**src/rtl/sfds_pkg.sv**
```systemverilog
// Shared constants and carrier types for the serial format, data and status block
package sfds_pkg;

	// ==========================================================
	// Register byte offsets
	localparam logic [7:0] SFDS_CTRL_OFFSET   = 8'h00;
	localparam logic [7:0] SFDS_FMT0_OFFSET   = 8'h04;
	localparam logic [7:0] SFDS_FMT1_OFFSET   = 8'h08;
	localparam logic [7:0] SFDS_DATA_OFFSET   = 8'h0c;
	localparam logic [7:0] SFDS_STATUS_OFFSET = 8'h10;

	// ==========================================================
	// Field positions
	localparam int SFDS_ENABLE_POS    = 0;
	localparam int SFDS_FL_POS        = 24;
	localparam int SFDS_HOLD_POS      = 4;
	localparam int SFDS_PE_POS        = 1;
	localparam int SFDS_PS_POS        = 0;
	localparam int SFDS_BUSY_POS      = 31;
	localparam int SFDS_TX_EMPTY_POS  = 20;
	localparam int SFDS_TX_LEVEL_POS  = 16;
	localparam int SFDS_UNDERRUN_POS  = 10;
	localparam int SFDS_OVERRUN_POS   = 9;
	localparam int SFDS_PAR_ERR_POS   = 8;
	localparam int SFDS_RX_FULL_POS   = 4;
	localparam int SFDS_RX_LEVEL_POS  = 0;

	// ==========================================================
	// Reset values and limits
	localparam logic [5:0] SFDS_FL_RESET = 6'h08;
	localparam logic [5:0] SFDS_FL_MIN   = 6'h08;
	localparam logic [5:0] SFDS_FL_MAX   = 6'h20;
	localparam logic [2:0] SFDS_HOLD_RESET = 3'h0;

	// ==========================================================
	// Timing: hold time in system clock periods for code 000
	localparam int SFDS_HOLD_BASE_CYCLES = 2;
	localparam int SFDS_WORD_W           = 32;
	localparam int SFDS_FIFO_DEPTH       = 8;

	// ==========================================================
	// Carrier types
	typedef struct packed {
		logic [2:0] last_bit_hold_time;
		logic       parity_enable;
		logic       parity_sense;
	} sfds_format_type;

	typedef struct packed {
		logic       frame_busy;
		logic       tx_fifo_empty_flag;
		logic [3:0] tx_fifo_level;
		logic       tx_underrun;
		logic       rx_overrun;
		logic       parity_error;
		logic       rx_fifo_full_flag;
		logic [3:0] rx_fifo_level;
	} sfds_status_type;

endpackage

```
**src/rtl/sfds_fifo.sv**
```systemverilog
// Synchronous valid/ready FIFO with parameterised width and depth
`timescale 1ns/1ns
module sfds_fifo import sfds_pkg::*; #(
	parameter int WIDTH = 32,
	parameter int DEPTH = 8
) (
	// Clock and reset
	input  wire logic                       mclk,
	input  wire logic                       rst,
	// Filling side
	input  wire logic                       in_valid,
	output logic                            in_ready,
	input  wire logic [WIDTH-1:0]           in_data,
	// Draining side
	output logic                            out_valid,
	input  wire logic                       out_ready,
	output logic [WIDTH-1:0]                out_data,
	// Occupancy
	output logic [$clog2(DEPTH):0]          level
);
	localparam int PW = $clog2(DEPTH);

	typedef struct packed {
		logic [PW-1:0] wr_ptr;
		logic [PW-1:0] rd_ptr;
		logic [PW:0]   count;
	} sfds_fifo_state_type;

	sfds_fifo_state_type st;
	sfds_fifo_state_type next_st;
	logic [WIDTH-1:0]    mem [DEPTH];
	logic                push;
	logic                pop;

	assign in_ready  = (st.count != (PW+1)'(DEPTH));
	assign out_valid = (st.count != '0);
	assign out_data  = mem[st.rd_ptr];
	assign level     = st.count;
	assign push      = in_valid & in_ready;
	assign pop       = out_valid & out_ready;

	always_comb begin
		next_st = st;
		if (push) begin
			next_st.wr_ptr = (st.wr_ptr == PW'(DEPTH - 1)) ? '0 : st.wr_ptr + 1'b1;
		end
		if (pop) begin
			next_st.rd_ptr = (st.rd_ptr == PW'(DEPTH - 1)) ? '0 : st.rd_ptr + 1'b1;
		end
		if (push && !pop) begin
			next_st.count = st.count + 1'b1;
		end else if (pop && !push) begin
			next_st.count = st.count - 1'b1;
		end
	end

	always_ff @(posedge mclk) begin
		if (rst) begin
			st <= '0;
		end else begin
			st <= next_st;
		end
	end

	// Storage needs no reset; occupancy guards every read
	always_ff @(posedge mclk) begin
		if (push) begin
			mem[st.wr_ptr] <= in_data;
		end
	end

endmodule

```
**src/rtl/sfds_hold_timer.sv**
```systemverilog
// Last-bit hold timer counting 2 << code system clock periods, 128 for code 111
`timescale 1ns/1ns
module sfds_hold_timer import sfds_pkg::*; (
	// Clock and reset
	input  wire logic       mclk,
	input  wire logic       rst,
	// Control
	input  wire logic       start,
	input  wire logic [2:0] code,
	// Result
	output logic            done
);
	typedef struct packed {
		logic       busy;
		logic [7:0] count;
		logic       done;
	} sfds_timer_state_type;

	sfds_timer_state_type st;
	sfds_timer_state_type next_st;
	logic [7:0]           span;

	// Reserved code 111 is treated as the longest legal hold
	assign span = (code == 3'h7) ? 8'(SFDS_HOLD_BASE_CYCLES << 6)
	                             : 8'(SFDS_HOLD_BASE_CYCLES << code);
	assign done = st.done;

	always_comb begin
		next_st = st;
		next_st.done = 1'b0;
		if (start) begin
			next_st.busy  = 1'b1;
			next_st.count = span - 8'h01;
		end else if (st.busy) begin
			if (st.count == 8'h01) begin
				next_st.busy = 1'b0;
				next_st.done = 1'b1;
			end
			next_st.count = st.count - 8'h01;
		end
	end

	always_ff @(posedge mclk) begin
		if (rst) begin
			st <= '0;
		end else begin
			st <= next_st;
		end
	end

endmodule

```
**src/rtl/sfds_top.sv**
```systemverilog
// Serial slave with format registers, FIFO data port and status over AHB-Lite
// Notes on behaviour
// RL1: In slave mode the last sent bit holds 2..128 clocks by code; 111 reserved.
// RL2: Parity is added and checked only when enabled; sense 1 odd, 0 even.
// RL3: A word written to the data port is pushed into the transmit FIFO.
// RL4: A read of the data port pops and returns the oldest receive FIFO entry.
// RL5: Software must not write the data port while the transmit FIFO is full.
// RL6: Software must not read the data port while the receive FIFO is empty.
// RL7: Frame length counts the parity bit; legal lengths are 8 to 32 bits.
// RL8: Unused bits of the second format register read zero; writes ignored.
//
// Design decisions made here: the AHB-Lite register port and the address map.
`timescale 1ns/1ns
module sfds_top import sfds_pkg::*; #(
	parameter int FIFO_DEPTH = SFDS_FIFO_DEPTH
) (
	// Clock and reset
	input  wire logic        mclk,
	input  wire logic        rst,
	// AHB-Lite slave
	input  wire logic        hsel,
	input  wire logic [31:0] haddr,
	input  wire logic [1:0]  htrans,
	input  wire logic        hwrite,
	input  wire logic [2:0]  hsize,
	input  wire logic [31:0] hwdata,
	input  wire logic        hready,
	output logic             hreadyout,
	output logic [31:0]      hrdata,
	output logic             hresp,
	// Serial link, slave side
	input  wire logic        serial_clock_in,
	input  wire logic        chip_select_n,
	input  wire logic        serial_data_in,
	output logic             serial_data_out,
	output logic             serial_data_oe
);
	// ==========================================================
	// State
	typedef enum logic [2:0] {
		SER_IDLE  = 3'b001,
		SER_SHIFT = 3'b010,
		SER_HOLD  = 3'b100
	} sfds_ser_type;

	typedef struct packed {
		logic            engine_enable;
		logic [5:0]      frame_length;
		sfds_format_type fmt;
		logic            bus_pending;
		logic            bus_write;
		logic [7:0]      bus_addr;
		logic            hreadyout;
		logic [31:0]     hrdata;
		logic            hresp;
		sfds_ser_type    ser;
		logic            sclk_prev;
		logic [5:0]      bit_count;
		logic [31:0]     tx_shift;
		logic [31:0]     rx_shift;
		logic            sdo_oe;
		logic            parity_error;
		logic            rx_overrun;
		logic            tx_underrun;
	} sfds_state_type;

	sfds_state_type   st;
	sfds_state_type   next_st;

	// FIFO and timer hookup
	logic                          tx_push;
	logic                          tx_in_ready;
	logic                          tx_out_valid;
	logic                          tx_pop;
	logic [31:0]                   tx_out_data;
	logic [$clog2(FIFO_DEPTH):0]   tx_level;
	logic                          rx_push;
	logic                          rx_in_ready;
	logic [31:0]                   rx_word;
	logic                          rx_out_valid;
	logic                          rx_pop;
	logic [31:0]                   rx_out_data;
	logic [$clog2(FIFO_DEPTH):0]   rx_level;
	logic                          hold_start;
	logic                          hold_done;
	sfds_status_type               status;

	// ==========================================================
	// Helpers
	function automatic logic [31:0] low_mask(input logic [5:0] n);
		low_mask = (n >= 6'd32) ? 32'hffffffff : ((32'h1 << n) - 32'h1);
	endfunction

	// Left-aligns data, parity bit right after it, first bit out at bit 31
	function automatic logic [31:0] build_frame(input logic [31:0] word,
			input logic [5:0] fl, input sfds_format_type fmt);
		logic [5:0]  nd;
		logic [31:0] data;
		logic        par;
		logic [31:0] frame;
		nd    = fl - {5'h0, fmt.parity_enable};
		data  = word & low_mask(nd);
		// RL2 parity generation
		par   = (^data) ^ fmt.parity_sense;
		frame = data << (6'd32 - nd);
		if (fmt.parity_enable) begin
			frame = frame | ({31'h0, par} << (6'd31 - nd));
		end
		build_frame = frame;
	endfunction

	function automatic logic fl_legal(input logic [5:0] fl);
		fl_legal = (fl >= SFDS_FL_MIN) && (fl <= SFDS_FL_MAX);
	endfunction

	// ==========================================================
	// Submodules
	sfds_fifo #(
		.WIDTH (SFDS_WORD_W),
		.DEPTH (FIFO_DEPTH)
	) u_tx_fifo (
		.mclk      (mclk),
		.rst       (rst),
		.in_valid  (tx_push),
		.in_ready  (tx_in_ready),
		.in_data   (hwdata),
		.out_valid (tx_out_valid),
		.out_ready (tx_pop),
		.out_data  (tx_out_data),
		.level     (tx_level)
	);

	sfds_fifo #(
		.WIDTH (SFDS_WORD_W),
		.DEPTH (FIFO_DEPTH)
	) u_rx_fifo (
		.mclk      (mclk),
		.rst       (rst),
		.in_valid  (rx_push),
		.in_ready  (rx_in_ready),
		.in_data   (rx_word),
		.out_valid (rx_out_valid),
		.out_ready (rx_pop),
		.out_data  (rx_out_data),
		.level     (rx_level)
	);

	sfds_hold_timer u_hold (
		.mclk  (mclk),
		.rst   (rst),
		.start (hold_start),
		.code  (st.fmt.last_bit_hold_time),
		.done  (hold_done)
	);

	// ==========================================================
	// Status view
	always_comb begin
		status = '0;
		status.frame_busy         = (st.ser != SER_IDLE);
		status.tx_fifo_empty_flag = (tx_level == '0);
		status.tx_fifo_level      = 4'(tx_level);
		status.tx_underrun        = st.tx_underrun;
		status.rx_overrun         = st.rx_overrun;
		status.parity_error       = st.parity_error;
		status.rx_fifo_full_flag  = !rx_in_ready;
		status.rx_fifo_level      = 4'(rx_level);
	end

	// ==========================================================
	// Next state
	always_comb begin
		logic [31:0] rx_next;
		logic [31:0] rx_frame;
		logic [31:0] rd;
		logic        load;
		rx_next  = {st.rx_shift[30:0], serial_data_in};
		rx_frame = rx_next & low_mask(st.frame_length);
		rd       = 32'h0;
		load     = 1'b0;
		next_st    = st;
		tx_push    = 1'b0;
		tx_pop     = 1'b0;
		rx_push    = 1'b0;
		rx_pop     = 1'b0;
		hold_start = 1'b0;
		rx_word    = st.fmt.parity_enable ? (rx_frame >> 1) : rx_frame;
		next_st.sclk_prev = serial_clock_in;

		// Bus: address phase taken, data phase runs one wait state
		if (st.bus_pending) begin
			next_st.bus_pending = 1'b0;
			next_st.hreadyout   = 1'b1;
			if (st.bus_write) begin
				case (st.bus_addr)
					SFDS_CTRL_OFFSET: begin
						next_st.engine_enable = hwdata[SFDS_ENABLE_POS];
					end
					SFDS_FMT0_OFFSET: begin
						// RL7 only 8..32 bit frames are kept
						if (fl_legal(hwdata[SFDS_FL_POS +: 6])) begin
							next_st.frame_length = hwdata[SFDS_FL_POS +: 6];
						end
					end
					SFDS_FMT1_OFFSET: begin
						// RL8 only defined bits stored
						next_st.fmt.last_bit_hold_time = hwdata[SFDS_HOLD_POS +: 3];
						next_st.fmt.parity_enable      = hwdata[SFDS_PE_POS];
						next_st.fmt.parity_sense       = hwdata[SFDS_PS_POS];
					end
					SFDS_DATA_OFFSET: begin
						// RL3 push into transmit FIFO; RL5 full write dropped
						tx_push = 1'b1;
					end
					SFDS_STATUS_OFFSET: begin
						// Write one to clear sticky errors
						if (hwdata[SFDS_PAR_ERR_POS]) next_st.parity_error = 1'b0;
						if (hwdata[SFDS_OVERRUN_POS]) next_st.rx_overrun = 1'b0;
						if (hwdata[SFDS_UNDERRUN_POS]) next_st.tx_underrun = 1'b0;
					end
					default: begin
					end
				endcase
			end else begin
				case (st.bus_addr)
					SFDS_CTRL_OFFSET: rd[SFDS_ENABLE_POS] = st.engine_enable;
					SFDS_FMT0_OFFSET: rd[SFDS_FL_POS +: 6] = st.frame_length;
					SFDS_FMT1_OFFSET: begin
						// RL8 unused bits read zero
						rd[SFDS_HOLD_POS +: 3] = st.fmt.last_bit_hold_time;
						rd[SFDS_PE_POS]        = st.fmt.parity_enable;
						rd[SFDS_PS_POS]        = st.fmt.parity_sense;
					end
					SFDS_DATA_OFFSET: begin
						// RL4 pop oldest entry; RL6 empty read returns zero
						rd     = rx_out_valid ? rx_out_data : 32'h0;
						rx_pop = rx_out_valid;
					end
					SFDS_STATUS_OFFSET: begin
						rd[SFDS_BUSY_POS]              = status.frame_busy;
						rd[SFDS_TX_EMPTY_POS]          = status.tx_fifo_empty_flag;
						rd[SFDS_TX_LEVEL_POS +: 4]     = status.tx_fifo_level;
						rd[SFDS_UNDERRUN_POS]          = status.tx_underrun;
						rd[SFDS_OVERRUN_POS]           = status.rx_overrun;
						rd[SFDS_PAR_ERR_POS]           = status.parity_error;
						rd[SFDS_RX_FULL_POS]           = status.rx_fifo_full_flag;
						rd[SFDS_RX_LEVEL_POS +: 4]     = status.rx_fifo_level;
					end
					default: begin
					end
				endcase
				next_st.hrdata = rd;
			end
		end else if (hsel && htrans[1] && hready) begin
			next_st.bus_pending = 1'b1;
			next_st.bus_write   = hwrite;
			next_st.bus_addr    = {haddr[7:2], 2'b00};
			next_st.hreadyout   = 1'b0;
		end

		// Serial engine: sample on rising edge, shift on falling edge
		case (st.ser)
			SER_IDLE: begin
				next_st.sdo_oe = 1'b0;
				if (st.engine_enable && !chip_select_n) begin
					load = 1'b1;
				end
			end
			SER_SHIFT: begin
				if (serial_clock_in && !st.sclk_prev) begin
					next_st.rx_shift  = rx_next;
					next_st.bit_count = st.bit_count + 6'd1;
					if (st.bit_count + 6'd1 == st.frame_length) begin
						// RL2 parity check on received frame
						if (st.fmt.parity_enable &&
								((^rx_frame) != st.fmt.parity_sense)) begin
							next_st.parity_error = 1'b1;
						end
						// Full receive FIFO drops the word and flags it
						rx_push = 1'b1;
						if (!rx_in_ready) next_st.rx_overrun = 1'b1;
						// RL1 start last-bit hold
						hold_start  = 1'b1;
						next_st.ser = SER_HOLD;
					end
				end else if (!serial_clock_in && st.sclk_prev && st.bit_count != 6'd0) begin
					next_st.tx_shift = {st.tx_shift[30:0], 1'b0};
				end
			end
			SER_HOLD: begin
				// RL1 falling edges ignored until hold time ends
				if (hold_done) begin
					if (st.engine_enable && !chip_select_n) begin
						load = 1'b1;
					end else begin
						next_st.ser    = SER_IDLE;
						next_st.sdo_oe = 1'b0;
					end
				end
			end
			default: begin
				next_st.ser = SER_IDLE;
			end
		endcase

		// Deselect or disable aborts a partial frame
		if ((chip_select_n || !st.engine_enable) && st.ser == SER_SHIFT) begin
			next_st.ser    = SER_IDLE;
			next_st.sdo_oe = 1'b0;
			rx_push        = 1'b0;
			hold_start     = 1'b0;
		end

		if (load) begin
			tx_pop            = tx_out_valid;
			next_st.tx_shift  = build_frame(tx_out_valid ? tx_out_data : 32'h0,
			                                st.frame_length, st.fmt);
			next_st.bit_count = 6'd0;
			next_st.ser       = SER_SHIFT;
			next_st.sdo_oe    = 1'b1;
			if (!tx_out_valid) next_st.tx_underrun = 1'b1;
		end
	end

	// ==========================================================
	// Registers
	always_ff @(posedge mclk) begin
		if (rst) begin
			st               <= '0;
			st.frame_length  <= SFDS_FL_RESET;
			st.fmt.last_bit_hold_time <= SFDS_HOLD_RESET;
			st.hreadyout     <= 1'b1;
			st.ser           <= SER_IDLE;
		end else begin
			st <= next_st;
		end
	end

	assign hreadyout       = st.hreadyout;
	assign hrdata          = st.hrdata;
	assign hresp           = st.hresp;
	assign serial_data_out = st.tx_shift[31];
	assign serial_data_oe  = st.sdo_oe;

endmodule

```
**config.mk**
```make
export PLATFORM = sky130hd
export DESIGN_NAME = sfds_top
export DESIGN_NICKNAME = d
export VERILOG_FILES = /design/src/rtl/sfds_pkg.sv /design/src/rtl/sfds_fifo.sv /design/src/rtl/sfds_hold_timer.sv /design/src/rtl/sfds_top.sv
export SDC_FILE = /design/constraint.sdc
export NUM_CORES = 1
export LEC_CHECK = 0
export ABC_AREA = 1
export BUFFER_PORTS_ARGS = -buffer_cell sky130_fd_sc_hd__buf_4
export CORE_MARGIN = 5
export CORE_UTILIZATION = 35
export DETAILED_ROUTE_END_ITERATION = 8
export GPL_TIMING_DRIVEN = 1
export HOLD_SLACK_MARGIN = 0.06
export PLACE_DENSITY = 0.46
export SLEW_MARGIN = 0
export SYNTH_ARGS = -nofsm -noshare
export SYNTH_HDL_FRONTEND = slang
export SYNTH_SLANG_ARGS = --single-unit
```
**constraint.sdc**
```tcl
create_clock -name mclk -period 11.3 [get_ports mclk]
set_input_delay 0.565 -clock mclk [delete_from_list [all_inputs] [get_ports mclk]]
set_output_delay 0.565 -clock mclk [all_outputs]
set_load 0.02 [all_outputs]
```
==> results of run 1 <==
[logic make-up after synthesis]
logic type / share of synthesized area, %
compound gates: 14.35
xor+xnor: 1.009
fa+ha+maj: 1.032
buf+inv: 5.694
flops: 56.69
mux: 0.1214
other cells: 0.01137
simple gates: 21.10
[per-layer routing]
layer  track usage (%)  routed length, um  vias up
met5                 0                 28        -
met4             5.789               2715        4
met3             2.691               4477      142
met2             33.63              48720      577
met1             27.56              47150    12430
li1                  -                  -    12810
[final cells by class]
| type | count | share of cell area [%] |
|---|---|---|
| clock buffer | 116 | 6.138 |
| timing repair buffer | 139 | 2.811 |
| sequential | 678 | 50.40 |
| multi-input combinational | 2595 | 33.68 |
| clock inverter | 29 | 0.7078 |
| tap | 1254 | 4.227 |
| inverter | 201 | 2.039 |
[critical path: cells and delay by family (launching register included)]
family | cells | cell delay [ps]
AO/OA/AOI/OAI | 1 | 120
adder cells (fa/ha/maj) | 2 | 640
buffers and inverters | 4 | 1010
flip-flops | 1 | 630
AND/OR/NAND/NOR | 23 | 3470
[cell usage after synthesis (2+ instances only)]
master and count:
edfxtp_1 512, fa_1 2, mux2i_1 4, nor3_1 41, nor2_4 4, xor2_1 28
and3_1 3, o21ai_0 498, nand3_2 4, nand3_1 244, a41oi_1 3, nor2_1 608
clkbuf_1 163, nor2_2 10, ha_1 24, a31oi_1 21, buf_6 7, clkinv_1 4
nand2_4 2, nand4_1 29, nand3b_1 8, buf_1 10, inv_1 195, buf_2 19
o31ai_1 2, nand2_1 703, dfxtp_1 166, a21oi_1 159, o211ai_1 26, o2111ai_1 2
a211oi_1 7, a221oi_1 3, xnor2_1 10, or2_2 14, buf_4 40, o22ai_1 33
nand2_2 11, inv_2 2, o221ai_1 75, o21bai_1 2, o211a_1 3
[flip-flops by register name (all words and copies together), names as in the netlist, named ones only]
| signal | cells |
|---|---|
| u_rx_fifo.mem | 256 |
| u_tx_fifo.mem | 256 |
| st | 95 |
| hrdata | 32 |
| u_hold.st | 9 |
| u_rx_fifo.st | 6 |
| u_tx_fifo.st | 6 |
| u_rx_fifo.level | 4 |
| u_tx_fifo.level | 4 |
| hreadyout | 1 |
| serial_data_oe | 1 |
| serial_data_out | 1 |
| u_hold.done | 1 |
[power by group]
group | total, mW | switching [mW] | leakage [nW] | internal (mW)
Clock | 2.52 | 1.03 | 1.25 | 1.49
Combinational | 0.0754 | 0.0530 | 6.42 | 0.0224
Sequential | 2.67 | 0.00374 | 5.89 | 2.66
Total | 5.26 | 1.09 | 13.6 | 4.17
[cells in the final DEF, fill, tap and decap left out, drive strengths merged, types with 7 or more instances in the layout]
cell	count
nor2	622
o21ai	500
inv	197
o221ai	75
nor3	41
nand4	29
ha	24
o22ai	33
or2	15
buf	139
dfxtp	166
clkbuf	116
a31oi	21
xnor2	10
xor2	28
nand3b	8
nand3	248
o211ai	26
a211oi	7
edfxtp	512
a21oi	159
nand2	716
clkinv	28
[final timing paths]
| path | slack [ps] | cells after the start | from | to |
|---|---|---|---|---|
| worst max register to register | 5290 | 30 | st[127] | st[55] |
| worst min-delay path | 140 | 3 | haddr[6] | st[118] |
| worst min register to register | 460 | 2 | serial_data_oe | serial_data_oe |
| worst max-delay path | 5290 | 30 | st[127] | st[55] |
==> results by group, run 1 <==
STA
  – Worst slew pin tran: 1222 ps
  – TNS Setup: 0 ps
  – Final-report hold violation count: 0
  – Worst Skew: 37.47 ps
  – Setup violations, final: 0
  – Shortest period the worst path allows: 6012 ps
  – Hold slack: 137.7 ps
  – Final worst-path cycle share: 53.20%
  – RSZ-0062 raised after global routing: no
  – Fmax: 166.3 MHz
  – Worst rel slew slack: 17.69%
  – Setup ws final: 5288 ps
  – Final Max Tran Viols: 0

Synth
  – Main flop type after synthesis: edfxtp_1
  – Seq/Total Area, Yosys: 56.69%
  – Syn Nets: 3816
  – FF+latch count, synth: 678
  – Synth area leaders: edfxtp_1 47%, dfxtp_1 10%, nand2_1 8.0%, o21ai_0 7.6%, nor2_1 6.9%
  – Post-synthesis cell area: 32980 um2
  – Post-synth EDFFs: 512
  – Yosys top cell by area: edfxtp_1
  – Post-synth top area share: 46.61%
  – Netlist cell types: 53
  – Syn Inst Count: 3713
  – Ys Warns: 0
  – Synth Area per Inst: 8.883 um2
  – Asr flop ratio synth: 0%

Routing
  – Via density: 5.180
  – DRC: 0
  – Pre-antenna DRT Iters: 6
  – Routed WL: 103100 um
  – Antenna Nets Post-Route: 0
  – WL/cell: 20.57 um
  – Iter 0 DRT Violations: 2269
  – Via count: 25960

Finish
  – Share of layout cells above drive strength 1: 8.808%
  – Nets: 3797
  – Multi-input gate area: 12500 um2
  – Antenna Diode Count: 0
  – Finished Layout Cells: 5012
  – Fin util: 39.71%
  – P&R area growth vs syn: 12.54%
  – # fillers: 9431
  – Register area: 18710 um2
  – Fin area: 37120 um2

Power
  – Final Total Pwr: 5.263 mW
  – Worst ir drop on vdd: 0.1431 mV
  – Pleak: 13.56 nW
  – PwrDens: 141.8 nW/um2

Min path
  – Hold crit path type: input pin to flip-flop

Clocking
  – TritonCTS sink count: 678
  – CTS Root Cell: clkbuf_16
  – CTS Hold Bufs: 0
  – Clock H-tree levels: 3
  – CTS tree: built
  – Clock Path Buffers: 3
  – Cts bufs inserted: 79
  – Post_cts resized: 0
  – Skew-Pair Late Insertion Delay: 660 ps
  – Post-CTS Setup Inserts: 0
  – Clock-pin slew on the worst setup and hold paths: 60 ps

Placement
  – IO buf count: 81
  – Pre-CTS WS: 5412 ps
  – Post-DP Area: 34580 um2
  – Gpl congestion: 0.9466
  – Final HPWL DP: 65450 um
  – Placed Instances: 4867

Global routing
  – Antenna violations before repair: 3
  – First-pass GRT wire length: 153900 um
  – Global-route usage over all layers: 20.13%
  – Total grt overflow: 0
  – Vias in the first global route: 24620
  – Largest net degree at the start of global routing: 93

Critical path
  – Worst path slowest cell: dfxtp_1
  – CP max FO: 37
  – CP Launch Type: flip-flop
  – Critical Path AT: 6570 ps
  – Crit. End Element: flip-flop
  – CP max stage delay: 630 ps
  – WS Path Type: flip-flop to flip-flop
  – Required time worst endpoint: 11860 ps
  – Most frequent CP cell: nand2_1

Floorplan
  – Row count: 112
  – DIE AREA: 100500 um2
  – Core Region: 93470 um2
  – IO Pins: 113
  – Die X: 317.0 um
  – Initial cell density of the core: 35.29%
  – Die Height: 317.0 um

Flow run
  – Max Cap Violations: 0

Status
  – Outcome: finished, final reports clean
Note: power is estimated with default switching activity, not from simulation.
==> inputs of run 2 (changes only) <==
--- a/config.mk
+++ b/config.mk
@@ -5,7 +5,7 @@
 export SDC_FILE = /design/constraint.sdc
 export NUM_CORES = 1
 export LEC_CHECK = 0
-export ABC_AREA = 1
+export ABC_AREA = 0
 export BUFFER_PORTS_ARGS = -buffer_cell sky130_fd_sc_hd__buf_4
 export CORE_MARGIN = 5
 export CORE_UTILIZATION = 35
==> constraint.sdc (replaced) <==
create_clock -name mclk -period 5.65 [get_ports mclk]
set_input_delay 0.2825 -clock mclk [delete_from_list [all_inputs] [get_ports mclk]]
set_output_delay 0.2825 -clock mclk [all_outputs]
set_load 0.02 [all_outputs]
==> run 2 against run 1 <==
Effect of this change:
- hold slack better by 84 ps
- die area down 1.4%
- maximum frequency increased by 12%
- clock power rose by 100%
- design area grew 2.5%
- synthesized cell count down 30%
- combinational power up 110%
- setup slack got worse by 5000 ps
- core utilization grew 1.7 points
- wire length down 6.0%
- flip-flop and latch count unchanged
- largest power group unchanged
==> results by group, run 2 <==
Global routing
  – First-pass GRT wire length: 144800 um (-6.0%)
  – Largest net degree at the start of global routing: 80 (-14%)
  – Vias in the first global route: 22090 (-10%)
  – Total grt overflow: 0 (unchanged)
  – Global-route usage over all layers: 19.33% (-0.80 points)
  – Antenna violations before repair: 3 (unchanged)

Routing
  – Via density: 5.469 (+5.6%)
  – Antenna Nets Post-Route: 0 (unchanged)
  – Routed WL: 96920 um (-6.0%)
  – Pre-antenna DRT Iters: 6 (unchanged)
  – WL/cell: 23.97 um (+17%)
  – DRC: 0 (unchanged)
  – Via count: 22120 (-15%)
  – Iter 0 DRT Violations: 1848 (-19%)

STA
  – TNS Setup: 0 ps (unchanged)
  – Final worst-path cycle share: 94.88% (+42 points)
  – Shortest period the worst path allows: 5361 ps (-650.6 ps)
  – RSZ-0062 raised after global routing: no
  – Fmax: 186.5 MHz (+12%)
  – Worst slew pin tran: 1125 ps (-96.96 ps)
  – Final Max Tran Viols: 0 (unchanged)
  – Final-report hold violation count: 0 (unchanged)
  – Worst Skew: 40.50 ps (+3.033 ps)
  – Hold slack: 221.4 ps (+83.70 ps)
  – Setup violations, final: 0 (unchanged)
  – Worst rel slew slack: 24.22% (+6.5 points)

Synth
  – Seq/Total Area, Yosys: 57.51% (+0.82 points)
  – Count leader, synth: edfxtp_1
  – Yosys top cell by area: edfxtp_1
  – Netlist cell types: 106 (+100%)
  – Syn Inst Count: 2602 (-30%)
  – Post-synth top area share: 47.29% (+0.68 points)
  – Syn Nets: 2705 (-29%)
  – Ys Warns: 0 (unchanged)
  – Post-synth top cells: 512 x edfxtp_1, 252 x nand2_1, 244 x nor2_1, 166 x dfxtp_1, 137 x a21oi_1
  – Synth area leaders: edfxtp_1 47%, dfxtp_1 10%, mux4_2 9.1%, mux2i_1 4.0%, nand2_1 2.9%
  – Post-synthesis cell area: 32510 um2 (-1.4%)
  – Asr flop ratio synth: 0% (unchanged)
  – Post-synth EDFFs: 512 (unchanged)
  – Main flop type after synthesis: edfxtp_1
  – FF+latch count, synth: 678 (unchanged)
  – Synth Area per Inst: 12.49 um2 (+41%)

Finish
  – P&R area growth vs syn: 17.05%
  – Share of layout cells above drive strength 1: 20.65% (+12 points)
  – Most frequent cells in the layout: 512 x edfxtp_1, 252 x nand2_1, 238 x nor2_1
  – Commonest non-fill, non-tap cell in the layout: edfxtp_1
  – Fin util: 41.39% (+1.7 points)
  – Nets: 2838 (-25%)
  – Finished Layout Cells: 4044 (-19%)
  – Top Registers: u_rx_fifo.mem (256), u_tx_fifo.mem (256), st (95)
  – Fin area: 38060 um2 (+2.5%)

Floorplan
  – IO Pins: 113 (unchanged)
  – Row count: 111 (-0.89%)
  – Initial cell density of the core: 35.36% (+0.072 points)
  – Core Region: 91940 um2 (-1.6%)
  – DIE AREA: 99080 um2 (-1.4%)
  – Die Height: 314.8 um (-0.70%)
  – Die X: 314.8 um (-0.70%)

Min path
  – Hold crit path type: input pin to flip-flop
  – Min-delay src: rst

Placement
  – Placed Instances: 3857 (-21%)
  – IO buf count: 81 (unchanged)
  – Gpl congestion: 0.8862 (-6.4%)
  – Post-DP Area: 34940 um2 (+1.0%)
  – Final HPWL DP: 65340 um (-0.17%)

Critical path
  – Critical Path AT: 5820 ps (-750 ps)
  – CP Launch Type: flip-flop
  – Reg-to-reg startpoint: st[130]
  – CP max FO: 51 (+38%)
  – WS Path Type: flip-flop to flip-flop
  – Crit. End Element: flip-flop
  – Required time worst endpoint: 6110 ps (-5750 ps)
  – Crit path launch: st[130]

Clocking
  – Post-CTS Setup Inserts: 0 (unchanged)
  – CTS Root Cell: clkbuf_16
  – Clock-pin slew on the worst setup and hold paths: 60 ps (about the same)
  – CTS tree: built
  – Skew-Pair Late Insertion Delay: 640 ps (-20 ps)
  – Cts bufs inserted: 77 (-2.5%)
  – TritonCTS sink count: 678 (unchanged)
  – Clock H-tree levels: 3 (unchanged)
  – Clock Path Buffers: 3 (unchanged)

Flow run
  – Max Cap Violations: 0 (unchanged)

Power
  – PwrDens: 279.5 nW/um2 (+97%)
  – Pleak: 12.98 nW (-4.3%)
  – Worst ir drop on vdd: 0.2485 mV (+74%)

Status
  – Outcome: finished, final reports clean
==> run 2: cell types whose count changed after synthesis, sizes merged, moves of 68 or more <==
cell    delta
inv      -174
mux2i    +125
nand2    -464
o21ai    -377
mux4     +131
nand3    -196
nor2     -376
o221ai    -68
==> run 2: layer usage <==
| layer | track usage, % | vias up | part of all wire [%] |
|---|---|---|---|
| li1 | - | 10160 | - |
| met1 | 27.78 | 11180 | 46 |
| met2 | 30.44 | 641 | 46 |
| met3 | 3.313 | 141 | 5.6 |
| met4 | 5.256 | 0 | 2.4 |
| met5 | 0 | - | 0 |
==> run 2: critical path: stages (launching register included) <==
cell	delay [ps]
dfxtp_2	330
buf_4	520
nor2b_1	610
nand2_1	180
a21oi_1	480
buf_4	240
a2111oi_2	60
a21oi_1	340
nor3_2	100
xnor2_1	180
xnor2_1	140
xnor3_1	430
xnor2_1	230
xnor3_2	510
and3_1	260
buf_12	150
a221oi_1	330
a311oi_1	90
==> run 2: path summary, 6_finish.rpt <==
check	to	slack, ps	cells after the start
worst max register to register	st[51]	290	17
worst min register to register	st[26]	460	2
worst min-delay path	st[124]	220	2
worst max-delay path	st[51]	290	17
==> run 2: kinds of logic (layout without fill, tap and decap cells) <==
| family | count (synthesis) | after routing | synth area share (%) |
|---|---|---|---|
| other | 1 | 3 | 0.01153 |
| muxes | 270 | 270 | 13.40 |
| AOI/OAI and AO/OA | 507 | 507 | 10.28 |
| adders and majority gates | 27 | 27 | 1.078 |
| and+or+nand+nor | 781 | 781 | 11.30 |
| buffers and inverters | 241 | 438 | 3.587 |
| DFF | 678 | 678 | 57.51 |
| xor gates and xnor gates | 97 | 97 | 2.821 |
==> run 2: final cells by class <==
| cell class | instances | area, um2 |
|---|---|---|
| fillers | 8728 | 53890 |
| flip-flops and latches | 678 | 18710 |
| multi-input cells | 1683 | 12840 |
| repair buffers | 272 | 2210 |
| clock buffers | 106 | 2190 |
| well taps | 1243 | 1555 |
| clock inverters | 37 | 454.2 |
| inverters | 23 | 86.33 |
| diodes | 2 | 5.005 |
==> run 2: power by group <==
group / internal, mW / total, mW / switching, mW
registers: 5.32 / 5.33 / 0.00670
clock network: 3.14 / 5.15 / 2.00
logic: 0.0615 / 0.158 / 0.0963
total: 8.53 / 10.6 / 2.11
==> run 2: per-stage QoR <==
stage / worst slack, ps / power [mW]
final: 289.0 / 10.64
after global routing: 6.346 / 11.00
after CTS: 152.7 / 10.77
after detailed placement: 209.0 / 5.572
after global placement: 127.1 / 5.568
after floorplan: 26.79 / 5.494
==> run 2: what timing repair did <==
action                     in CTS  in global routing
hold endpoints to repair      278                  0
setup endpoints to repair       0                 27
hold buffers                   42                  0
gates resized for setup         0                 12
